**config.mk**
```make
export PLATFORM = sky130hd
export DESIGN_NAME = cfg_sequencer
export DESIGN_NICKNAME = d
export VERILOG_FILES = /design/src/core/cfg_sequencer.v
export VERILOG_INCLUDE_DIRS = /design/src /design/src/include
export SDC_FILE = /design/constraint.sdc
export NUM_CORES = 1
export LEC_CHECK = 0
export BUFFER_PORTS_ARGS = -buffer_cell sky130_fd_sc_hd__buf_4
export CAP_MARGIN = 30
export CORE_MARGIN = 2
export CORE_UTILIZATION = 30
export DETAILED_ROUTE_END_ITERATION = 8
export GPL_ROUTABILITY_DRIVEN = 0
export MAX_ROUTING_LAYER = met4
export PLACE_DENSITY = 0.56
export REMOVE_ABC_BUFFERS = 1
export SLEW_MARGIN = 15
export SYNTH_ARGS = -nofsm -noshare
export SYNTH_HDL_FRONTEND = slang
export SYNTH_SLANG_ARGS = --single-unit
```
**constraint.sdc**
```tcl
create_clock -name CLK -period 5.2 [get_ports CLK]
set_clock_uncertainty 0.2 [all_clocks]
set_input_delay 1.04 -clock CLK [delete_from_list [all_inputs] [get_ports CLK]]
set_output_delay 1.04 -clock CLK [all_outputs]
set_load 0.02 [all_outputs]
```
**src/include/cfg_seq_regs.vh**
```
// constants for the configuration sequencer and error-check timing block
`ifndef CFG_SEQ_REGS_VH
`define CFG_SEQ_REGS_VH
// ----------------------------------------
// divisor range for error-detection clock
// ----------------------------------------
`define EDC_DIV_MIN        4'h2
`define EDC_DIV_MAX        4'h8
`define EDC_DIV_RST        4'h2
// ----------------------------------------
// sequencing delays and counts; POR and init counts in CLK cycles
// ----------------------------------------
`define POR_DELAY_NS       1000
`define CLK_PERIOD_NS      50
`define POR_CYCLES         ((`POR_DELAY_NS + `CLK_PERIOD_NS - 1) / `CLK_PERIOD_NS)
`define INIT_CYCLES        16'h0040
`define FRAME_WORDS        16'h0100
`define CRC_WORD_CYCLES    16'h0002
`define SIG_WIDTH          32
`define CRC_POLY           32'h04C1_1DB7
`endif

```
**src/core/cfg_sequencer.v**
```verilog
// configuration sequencer with user-mode error-detection crc timing
// Contract
// - check clock is oscillator over two to n
// - divided check clock kept inside limits; here the slowest divisors give a check clock below the lower limit
// - pass time scales by n over two; here a pass is 512 ticks of 2**n cycles, doubling per step of n
// - divisor-two pass within size-dependent window
// - compressed stream decompressed on the fly
// - reload low drives status, done low; io parked
// - power-up enters configuration after short delay
// - configuration copies flash into configuration memory
// - auto restart after configuration error when enabled
// - initialization starts after done, oscillator clocked
// - after initialization enter user mode
// - dual-purpose pins config before user mode
// - crc open-drain; status, done bidirectional
// - differential test pins lose test function
// - crc error follows latest pass signature
// - check clocked via divisor, starts in user
`timescale 1ns/1ps
`include "cfg_seq_regs.vh"

module cfg_sequencer (
   // clock and reset
   input  wire        CLK,
   input  wire        SYS_RST,
   // configuration pins (open-drain: oe low while driving)
   input  wire        RELOAD_REQUEST_N,
   input  wire        CONFIG_STATE_N_IN,
   output reg         CONFIG_STATE_N_OUT,
   output reg         CONFIG_STATE_N_OE_N,
   input  wire        LOAD_COMPLETE_IN,
   output reg         LOAD_COMPLETE_OUT,
   output reg         LOAD_COMPLETE_OE_N,
   output reg         CRC_ERROR_OUT,
   output reg         CRC_ERROR_OE_N,
   // stored option bits
   input  wire        AUTO_RESTART_EN,
   input  wire        IO_WEAK_PULLUP,
   input  wire        CRC_CHECK_EN,
   input  wire [3:0]  CRC_DIVISOR,
   input  wire        COMPRESSED_IMAGE,
   input  wire        PINS_AS_USER_IO,
   input  wire        TEST_PIN_SHARING,
   input  wire        TEST_PORT_ENABLE,
   input  wire        TEST_PIN_DIFFERENTIAL,
   // configuration flash read port
   output reg  [15:0] FLASH_ADDR,
   input  wire [31:0] FLASH_DATA,
   input  wire        FLASH_ERROR,
   // configuration memory write and read-back port
   output reg  [15:0] CMEM_ADDR,
   output reg  [31:0] CMEM_WDATA,
   output reg         CMEM_WE,
   input  wire [31:0] CMEM_RDATA,
   // stored crc reference and user-side status
   input  wire [31:0] CRC_REFERENCE,
   output reg         USER_MODE,
   output reg         USER_IO_PULLUP,
   output reg         USER_IO_HIZ,
   output reg         CONFIG_PINS_ACTIVE,
   output reg         TEST_PORT_ACTIVE,
   output reg         CRC_PASS_DONE
);

   // ----------------------------------------
   // states, one-hot
   // ----------------------------------------
   localparam [5:0] S_POR   = 6'h01;
   localparam [5:0] S_CFG   = 6'h02;
   localparam [5:0] S_INIT  = 6'h04;
   localparam [5:0] S_USER  = 6'h08;
   localparam [5:0] S_HOLD  = 6'h10;   // reload low
   localparam [5:0] S_ERR   = 6'h20;   // config error, waits for reload
   localparam integer POR_INT = `POR_CYCLES;       // power-on delay in clk cycles
   localparam [15:0] POR_CNT = POR_INT[15:0];

   reg  [5:0]  state_q;         // sequencer state
   reg  [15:0] cnt_q;           // por / init / word counter
   reg  [15:0] rd_q;            // flash read pointer
   reg         rle_q;           // decompressor: repeat in progress
   reg  [15:0] rle_left_q;      // remaining repeats of a run
   reg  [31:0] rle_word_q;      // word being repeated
   reg  [8:0]  div_q;           // crc clock prescaler
   reg  [3:0]  n_q;             // divisor latched at user entry
   reg  [31:0] sig_q;           // running crc over memory
   reg  [15:0] crc_addr_q;      // crc read pointer
   reg         tick_d;          // one error-detection clock

   // limitation: clk stands in for the oscillator here, so the slowest
   // divisors give a check clock below the lower limit; a faster
   // oscillator clock keeps every n inside the limits
   // clamp divisor to legal range 2 to 8, keeps n inside its limits
   wire [3:0] n_use = (CRC_DIVISOR < `EDC_DIV_MIN) ? `EDC_DIV_MIN :
                      (CRC_DIVISOR > `EDC_DIV_MAX) ? `EDC_DIV_MAX :
                      CRC_DIVISOR;
   wire [8:0] div_top = (9'h001 << n_q) - 9'h001;

   // ----------------------------------------
   // crc step over one memory word
   // ----------------------------------------
   // one word folded per call; the bit loop unrolls into an xor tree
   function [31:0] crc_step;
      input [31:0] c;
      input [31:0] d;
      integer i;
      reg [31:0] r;
      begin
         r = c ^ d;
         for (i = 0; i < 32; i = i + 1) begin
            r = r[31] ? ((r << 1) ^ `CRC_POLY) : (r << 1);
         end
         crc_step = r;
      end
   endfunction

   // error-detection clock: 2**n cycles of oscillator per tick
   always @* begin
      tick_d = (state_q == S_USER) && CRC_CHECK_EN && (div_q == div_top);
   end

   // ----------------------------------------
   // sequencer
   // ----------------------------------------
   always @(posedge CLK) begin
      if (SYS_RST) begin
         state_q      <= S_POR;
         cnt_q        <= 16'h0000;
         rd_q         <= 16'h0000;
         rle_q        <= 1'b0;
         rle_left_q   <= 16'h0000;
         rle_word_q   <= 32'h0000_0000;
         div_q        <= 9'h000;
         n_q          <= `EDC_DIV_RST;
         sig_q        <= 32'h0000_0000;
         crc_addr_q   <= 16'h0000;
         FLASH_ADDR   <= 16'h0000;
         CMEM_ADDR    <= 16'h0000;
         CMEM_WDATA   <= 32'h0000_0000;
         CMEM_WE      <= 1'b0;
         CRC_ERROR_OUT  <= 1'b0;
         CRC_PASS_DONE  <= 1'b0;
      end else begin
         CMEM_WE       <= 1'b0;
         CRC_PASS_DONE <= 1'b0;
         if (!RELOAD_REQUEST_N) begin
            // reload low: configuration restarts on release
            state_q <= S_HOLD;
            cnt_q   <= 16'h0000;
            CRC_ERROR_OUT <= 1'b0;
         end else begin
            case (state_q)
               S_POR: begin
                  // short power-on delay before configuration
                  cnt_q <= cnt_q + 16'h0001;
                  if (cnt_q >= POR_CNT) begin
                     state_q <= S_CFG;
                     // rewind the flash pointer for a clean first word
                     FLASH_ADDR <= 16'h0000;
                     cnt_q   <= 16'h0000;
                     rd_q    <= 16'h0000;
                     rle_q   <= 1'b0;
                  end
               end
               S_HOLD: begin
                  // release repeats the sequence from configuration on, without the power-on delay
                  state_q <= S_CFG;
                  // else the first word would come from the old image end
                  FLASH_ADDR <= 16'h0000;
                  cnt_q   <= 16'h0000;
                  rd_q    <= 16'h0000;
                  rle_q   <= 1'b0;
               end
               S_CFG: begin
                  if (FLASH_ERROR) begin
                     state_q <= AUTO_RESTART_EN ? S_HOLD : S_ERR;
                  end else if (cnt_q == `FRAME_WORDS) begin
                     state_q <= S_INIT;
                     cnt_q   <= 16'h0000;
                  end else if (rle_q) begin
                     // expand a run, no separate decompress pass
                     CMEM_WE    <= 1'b1;
                     CMEM_ADDR  <= cnt_q;
                     CMEM_WDATA <= rle_word_q;
                     cnt_q      <= cnt_q + 16'h0001;
                     rle_left_q <= rle_left_q - 16'h0001;
                     if (rle_left_q == 16'h0001) begin
                        rle_q <= 1'b0;
                     end
                  end else if (COMPRESSED_IMAGE && FLASH_DATA[31:16] == 16'hFFFF) begin
                     // run header: low half counts zero words to write
                     rle_q      <= (FLASH_DATA[15:0] != 16'h0000);
                     rle_left_q <= FLASH_DATA[15:0];
                     rle_word_q <= 32'h0000_0000;
                     rd_q       <= rd_q + 16'h0001;
                     FLASH_ADDR <= rd_q + 16'h0001;
                  end else begin
                     // plain copy flash to memory
                     CMEM_WE    <= 1'b1;
                     CMEM_ADDR  <= cnt_q;
                     CMEM_WDATA <= FLASH_DATA;
                     cnt_q      <= cnt_q + 16'h0001;
                     rd_q       <= rd_q + 16'h0001;
                     FLASH_ADDR <= rd_q + 16'h0001;
                  end
               end
               S_INIT: begin
                  // done is released; wait for pin high, then clock init
                  if (LOAD_COMPLETE_IN) begin
                     cnt_q <= cnt_q + 16'h0001;
                  end
                  if (cnt_q == `INIT_CYCLES) begin
                     state_q    <= S_USER;
                     n_q        <= n_use;
                     div_q      <= 9'h000;
                     sig_q      <= 32'hFFFF_FFFF;
                     crc_addr_q <= 16'h0000;
                     // check starts at word zero, not the last loaded word
                     CMEM_ADDR  <= 16'h0000;
                     cnt_q      <= 16'h0000;
                  end
               end
               S_USER: begin
                  div_q <= tick_d ? 9'h000 : div_q + 9'h001;
                  if (tick_d) begin
                     // one word per two ticks: pass time grows with n
                     cnt_q <= cnt_q + 16'h0001;
                     if (cnt_q == `CRC_WORD_CYCLES - 16'h0001) begin
                        cnt_q      <= 16'h0000;
                        CMEM_ADDR  <= crc_addr_q + 16'h0001;
                        crc_addr_q <= crc_addr_q + 16'h0001;
                        if (crc_addr_q == `FRAME_WORDS - 16'h0001) begin
                           // pass done: error tracks this pass only
                           CRC_ERROR_OUT <= ((crc_step(sig_q, CMEM_RDATA)
                                             ^ CRC_REFERENCE) != 32'h0000_0000);
                           CRC_PASS_DONE <= 1'b1;
                           sig_q         <= 32'hFFFF_FFFF;
                           crc_addr_q    <= 16'h0000;
                           CMEM_ADDR     <= 16'h0000;
                        end else begin
                           sig_q <= crc_step(sig_q, CMEM_RDATA);
                        end
                     end
                  end
               end
               S_ERR: begin
                  // waits for the controller to pulse reload
                  state_q <= S_ERR;
               end
               default: state_q <= S_POR;
            endcase
         end
      end
   end

   // ----------------------------------------
   // pins and user-side status
   // ----------------------------------------
   always @(posedge CLK) begin
      if (SYS_RST) begin
         CONFIG_STATE_N_OUT  <= 1'b0;
         CONFIG_STATE_N_OE_N <= 1'b0;
         LOAD_COMPLETE_OUT   <= 1'b0;
         LOAD_COMPLETE_OE_N  <= 1'b0;
         CRC_ERROR_OE_N      <= 1'b0;   // no error in reset: pin held low
         USER_MODE           <= 1'b0;
         USER_IO_PULLUP      <= 1'b0;
         USER_IO_HIZ         <= 1'b1;
         CONFIG_PINS_ACTIVE  <= 1'b1;
         TEST_PORT_ACTIVE    <= 1'b1;
      end else begin
         CONFIG_STATE_N_OUT <= 1'b0;
         LOAD_COMPLETE_OUT  <= 1'b0;
         // status pulled low in hold, por and error; done low until config ends
         CONFIG_STATE_N_OE_N <= !(state_q == S_HOLD || state_q == S_POR ||
                                  state_q == S_ERR || !RELOAD_REQUEST_N);
         LOAD_COMPLETE_OE_N  <= !(state_q == S_HOLD || state_q == S_POR ||
                                  state_q == S_CFG || state_q == S_ERR ||
                                  !RELOAD_REQUEST_N);
         // open-drain: only pull low when error is absent
         CRC_ERROR_OE_N <= CRC_ERROR_OUT;
         USER_MODE      <= (state_q == S_USER) && RELOAD_REQUEST_N;
         // reload low parks io at once, in the same cycle the state enters hold
         USER_IO_PULLUP <= ((state_q != S_USER) || !RELOAD_REQUEST_N) && IO_WEAK_PULLUP;
         USER_IO_HIZ    <= ((state_q != S_USER) || !RELOAD_REQUEST_N) && !IO_WEAK_PULLUP;
         CONFIG_PINS_ACTIVE <= (state_q != S_USER) || !PINS_AS_USER_IO;
         // shared test pins follow enable; differential pins lose it
         TEST_PORT_ACTIVE <= (state_q != S_USER) ||
                             (!TEST_PIN_DIFFERENTIAL &&
                              (!TEST_PIN_SHARING || TEST_PORT_ENABLE));
      end
   end

endmodule // cfg_sequencer

```
==> flow_summary.json, run 1 <==
{
  "clkPwrFrac_pct": 11.0,
  "post_cts.repair.setup_buffers": 0,
  "n_fill_cell": 3996,
  "cts_root_buf": "clkbuf_16",
  "syn_area_per_cell_um2": 9.260,
  "synth.top_cell.area_share_pct": 28.73,
  "grt_pass1_vias": 9980,
  "clock.fmax_mhz": 214.4,
  "start_kind": "primary input",
  "grt_usage_pct": 17.82,
  "wl_um": 36540,
  "crit_type": "in -> reg",
  "synthTopCellsByArea": "dfxtp_1 29%, xnor3_1 13%, xnor2_1 11%",
  "clkSlewWorstSetupHoldPaths_ns": 0.08,
  "met2_usage_pct": 29.29,
  "die_h_um": 205.6,
  "drv_slew": 0,
  "cts_tree": "built",
  "viasPerCell": 4.857,
  "busiest_layer": "met2",
  "met1_usage_pct": 22.18,
  "maxCapViolCount": 0,
  "cp_max_fo": 5,
  "grt_pass1_wl_um": 56130,
  "drt_iter0_drc": 588,
  "synth.largest_area_cell": "dfxtp_1",
  "cts_sinks": 175,
  "tightest_slew_ns": 0.8771,
  "fin_crit_sh_pct": 89.71,
  "synthArstFlopShare_pct": 0,
  "row_count": 73,
  "cts_max_path_buffers": 2,
  "power_density_nw_per_um2": 784.6,
  "drive_gt1_share_pct": 22.60,
  "setup_viol": 0,
  "ctsResizeCount": 0,
  "antenna_found_initial": 0,
  "drc": 0,
  "synthFlopType": "dfxtp_1",
  "crit_path_end_kind": "flip-flop",
  "final_cells": 2074,
  "netlist_top_cells_count": "185 x nor2_1, 175 x dfxtp_1, 159 x xnor2_1",
  "p_int_uw": 7035,
  "use_met3_pct": 3.326,
  "dp_hpwl_um": 28750,
  "diodes": 0,
  "pre_cts_slack_ns": 0.07864,
  "synthMostInstantiatedCell": "nor2_1",
  "fin_total_pwr_uw": 11960,
  "ir_drop_mv": 0.6265,
  "post-place-cells": 2041,
  "wire_per_inst_um": 17.62,
  "nets": 1659,
  "sw_frac_of_total_pct": 41.20,
  "synth_warnings": 0,
  "yosysSeqAreaShare_pct": 28.73,
  "drt.antenna.violating_nets": 0,
  "die_area_um2": 42280,
  "setup_ws_ns": 0.5349,
  "layout-area-overhead-vs-synth_pct": 25.03,
  "fin_crit_ns": 4.665,
  "die_w_um": 205.6,
  "power.share.sequential_pct": 11.3,
  "port_buffers": 187,
  "p_sw_uw": 4929,
  "synth_seq_cells": 175,
  "hold_violations": 0,
  "firstDrtPassIters": 5,
  "p_comb_share_pct": 77.7,
  "leakage_uw": 0.006472,
  "vias": 10070,
  "ios": 191,
  "required_ns": 5.32,
  "outcome": "finished clean",
  "htree_levels": 4,
  "fin_setup_tns_ns": 0,
  "cp.arrival_ns": 4.78,
  "grt_overflow_total": 0,
  "max_slew_margin_pct": 41.46,
  "clock_latency_ns": 0.44,
  "rsz0062_at_grt": "false",
  "start_util_pct": 30.55,
  "cts_made_buffers": 17,
  "core_area_um2": 39910,
  "hold_buffers": 0,
  "synth_area_um2": 12200,
  "synth_edf_count": 0,
  "synthDistinctLibCells": 63,
  "synth_cells": 1317,
  "min_path_type": "reg -> reg",
  "grt_max_degree": 76
}
-- routing by layer --
metal  wire (um)  share of wire, %  up-vias
li1            -                 -     5033
met1       16210                44     4789
met2       17680                48      216
met3        1900               5.2       36
met4         749               2.0        0
met5           0                 0        -
-- registers in the layout, indices dropped and copies added, names as in the netlist, 4 cells and up --
register    cells
CMEM_WDATA     32
sig_q          32
CMEM_ADDR      16
FLASH_ADDR     16
cnt_q          16
crc_addr_q     16
rle_left_q     16
div_q           9
state_q         6
n_q             4
-- worst max-delay path, cell delays in order --
cell,delay (ns)
buf_4,0.13
xor2_1,0.36
xnor3_1,0.50
xnor3_2,0.32
xnor3_2,0.43
xor3_2,0.49
xor3_2,0.43
xnor3_1,0.43
nand2_1,0.11
o21ai_0,0.10
a2111oi_2,0.34
a21oi_1,0.10
-- final cells by class --
cell class                      instances  area (um^2)  area share [%]
Clock buffer                           17        425.4           2.790
Clock inverter                         15        188.9           1.239
Inverter                               19        71.32          0.4677
Multi-Input combinational cell       1052         8356           54.80
Sequential cell                       175         3503           22.98
Tap cell                              525        656.9           4.308
Timing Repair Buffer                  271         2047           13.42
-- cells in the final DEF, fill, tap and decap left out, types with 21 or more instances in the layout --
cell type	n
nor3_1	21
a22oi_1	45
a21oi_1	78
nand2_1	73
buf_4	270
xnor2_1	159
xor2_1	84
and3_1	28
dfxtp_1	175
xnor3_1	72
nand4_1	26
nand3_1	32
nor2_1	184
o21ai_0	51
-- kinds of logic (layout without fill, tap and decap cells) --
kind of cell / count (synthesis) / in the layout / synth area share (%)
simple gates: 434 / 434 / 16.66
flops: 175 / 175 / 28.73
buf+inv: 91 / 322 / 2.955
other cells: 1 / 2 / 0.03075
xor+xnor: 351 / 351 / 36.85
fa+ha+maj: 9 / 9 / 0.9234
mux: 18 / 18 / 1.498
compound gates: 238 / 238 / 12.35
-- final timing paths --
kind | start | to | slack [ns] | depth (start not counted)
setup / recovery | CMEM_RDATA[31] | CRC_ERROR_OUT | 0.53 | 12
hold / removal | CMEM_ADDR[15] | CMEM_ADDR[15] | 0.29 | 2
setup reg to reg | sig_q[31] | CRC_ERROR_OUT | 0.73 | 11
hold reg to reg | CMEM_ADDR[15] | CMEM_ADDR[15] | 0.29 | 2
-- power by group through the flow --
stage	logic, uW	clock network (uW)	registers, uW
5_1_grt	9910	1410	1350
4_1_cts	9350	1360	1350
3_3_place_gp	9260	0	1380
2_1_floorplan	6650	0	1390
3_5_place_dp	9300	0	1380
6_report	9300	1310	1350
-- through the flow --
stage          hold WS [ns]  util, %  instance area, um^2
2_1_floorplan        0.2519        -                11910
3_3_place_gp         0.2696    36.63                14620
3_5_place_dp         0.2814    36.64                14630
4_1_cts              0.2936    38.18                15240
5_1_grt              0.3238    38.20                15250
6_report             0.2915    38.20                15250
No activity file was read; power rests on OpenSTA's default activity.
==> run 2: changes to the inputs <==
--- a/config.mk
+++ b/config.mk
@@ -6,14 +6,14 @@
 export SDC_FILE = /design/constraint.sdc
 export NUM_CORES = 1
 export LEC_CHECK = 0
-export BUFFER_PORTS_ARGS = -buffer_cell sky130_fd_sc_hd__buf_4
 export CAP_MARGIN = 30
 export CORE_MARGIN = 2
 export CORE_UTILIZATION = 30
 export DETAILED_ROUTE_END_ITERATION = 8
+export DONT_BUFFER_PORTS = 1
 export GPL_ROUTABILITY_DRIVEN = 0
 export MAX_ROUTING_LAYER = met4
-export PLACE_DENSITY = 0.56
+export PLACE_DENSITY = 0.52
 export REMOVE_ABC_BUFFERS = 1
 export SLEW_MARGIN = 15
 export SYNTH_ARGS = -nofsm -noshare
==> run 2 against run 1 <==
Count of clock-buffer cells in the layout stayed put. First-iteration DRC count is 3.9% higher. Combinational power is 4.1% lower. Non-clock buffer count is 206 lower. Critical path depth stayed put. Cell area is 10% lower. Largest power group unchanged.
==> flow_summary.json, run 2 (synthesis results as in run 1) <==
{
  "die_h_um": 205.6,
  "required_ns": 5.33,
  "final_area_um2": 13700,
  "multi_input_area_um2": 8358,
  "slowest_delay_ns": 0.59,
  "vias": 9437,
  "cp_max_fo": 6,
  "wire_per_inst_um": 19.36,
  "setup_ws_ns": 0.5873,
  "antenna_found_initial": 1,
  "crit_type": "in -> reg",
  "drc": 0,
  "fin_crit_ns": 4.613,
  "htree_levels": 4,
  "startpoint": "CMEM_RDATA[28]",
  "cts_root_buf": "clkbuf_16",
  "p_sw_uw": 4826,
  "drv_slew": 0,
  "cts_made_buffers": 17,
  "cp.arrival_ns": 4.75,
  "ios": 191,
  "hold_buffers": 0,
  "path_common_cell": "xnor3_1",
  "sw_frac_of_total_pct": 41.68,
  "hold_depth": 2,
  "cts_max_path_buffers": 2,
  "crit_path_end_kind": "flip-flop",
  "cts_sinks": 175,
  "final_cells": 1870,
  "worstPathCellList": "xnor2_4 > buf_4 > xor2_2 > xnor3_2 > xnor3_1 > xnor2_1 > xnor3_1 > xor2_1 > mux2i_1 > nor4b_1 > and4_1 > a21oi_1",
  "start_kind": "primary input",
  "power.share.sequential_pct": 11.7,
  "post_cts.repair.setup_buffers": 0,
  "drt_iter0_drc": 611,
  "p_comb_share_pct": 77.0,
  "hold_ws_ns": 0.2946,
  "fin_crit_sh_pct": 88.71,
  "grt_overflow_total": 0,
  "die_area_um2": 42280,
  "placed_cell_area_um2": 13080,
  "layout_common_cells": "183 x nor2_1, 175 x dfxtp_1, 159 x xnor2_1",
  "grt_pass1_wl_um": 54120,
  "mostFrequentLayoutCell": "nor2_1",
  "die_w_um": 205.6,
  "leakage_uw": 0.005443,
  "rr_startpoint": "sig_q[23]",
  "drive_gt1_share_pct": 10.80,
  "clock.fmax_mhz": 216.8,
  "outcome": "finished clean",
  "port_buffers": 0,
  "viasPerCell": 5.047,
  "dp_hpwl_um": 27920,
  "pre_cts_slack_ns": 0.05548,
  "ir_drop_mv": 0.6572,
  "hold_violations": 0,
  "clock_latency_ns": 0.45,
  "layout-area-overhead-vs-synth_pct": 12.36,
  "setup_viol": 0,
  "row_count": 73,
  "n_fill_cell": 4092,
  "clkPwrFrac_pct": 11.2,
  "firstDrtPassIters": 5,
  "drt.antenna.violating_nets": 0,
  "hp-start": "rle_left_q[1]",
  "grt_max_degree": 107,
  "max_slew_margin_pct": 35.53,
  "core_area_um2": 39910,
  "wl_um": 36200,
  "grt_usage_pct": 17.47,
  "reg_top3": "CMEM_WDATA (32), sig_q (32)",
  "ctsResizeCount": 0,
  "cts_tree": "built",
  "rsz0062_at_grt": "false",
  "slowest_stage": "xnor2_1",
  "maxCapViolCount": 0,
  "p_int_uw": 6752,
  "seqCellArea_um2": 3503,
  "clkSlewWorstSetupHoldPaths_ns": 0.08,
  "nets": 1453,
  "tightest_slew_ns": 0.9671,
  "utilization_pct": 34.33,
  "rr_worst_depth": 12,
  "post-place-cells": 1835,
  "power_density_nw_per_um2": 844.9,
  "start_util_pct": 30.55,
  "grt_pass1_vias": 9069,
  "min_path_type": "reg -> reg"
}
-- run 2: cell types whose count changed in the layout (fill, tap and decap cells not counted), sizes merged --
cell	change
buf	-206
inv	+3
clkinvlp	-2
diode	+2
clkinv	-1
-- run 2: power groups by stage --
stage               clock, uW  combinational, uW  sequential [uW]
finish                   1300               8920             1360
global route             1400               9470             1360
CTS                      1340               8980             1360
detailed placement          0               8920             1390
global placement            0               8940             1390
floorplan                   0               6650             1390
-- run 2: area by class of cell --
cell class / instances / area share, %
flip-flops and latches: 175 / 25.57
repair buffers: 65 / 3.762
diodes: 2 / 0.03652
clock inverters: 15 / 1.224
clock buffers: 17 / 3.104
inverters: 19 / 0.5205
multi-input cells: 1052 / 60.99
well taps: 525 / 4.794
-- run 2: critical path: cells and delay by family --
kind / cells / cell delay [ns]
buffers and inverters: 1 / 0.21
and+or+nand+nor: 2 / 0.57
muxes: 1 / 0.17
xor gates and xnor gates: 7 / 2.66
AOI/OAI and AO/OA: 1 / 0.07
-- run 2: through the flow --
step,total power [uW],TNS [ns]
2_1_floorplan,8033,-0.3012
3_3_place_gp,10330,0
3_5_place_dp,10300,0
4_1_cts,11680,0
5_1_grt,12220,0
6_report,11580,0
-- run 2: worst paths after layout --
| kind | endpoint | slack [ns] |
|---|---|---|
| worst max-delay path | CRC_ERROR_OUT | 0.59 |
| worst max register to register | CRC_ERROR_OUT | 0.71 |
| worst min register to register | rle_left_q[1] | 0.29 |
| worst min-delay path | rle_left_q[1] | 0.29 |
-- run 2: layer usage --
| layer | GRT usage [%] | vias to the layer above | wire length (um) |
|---|---|---|---|
| met4 | 5.267 | 0 | 592 |
| met3 | 3.674 | 31 | 2254 |
| met1 | 21.98 | 4530 | 15870 |
| li1 | - | 4622 | - |
| met5 | - | - | 0 |
| met2 | 28.15 | 254 | 17480 |
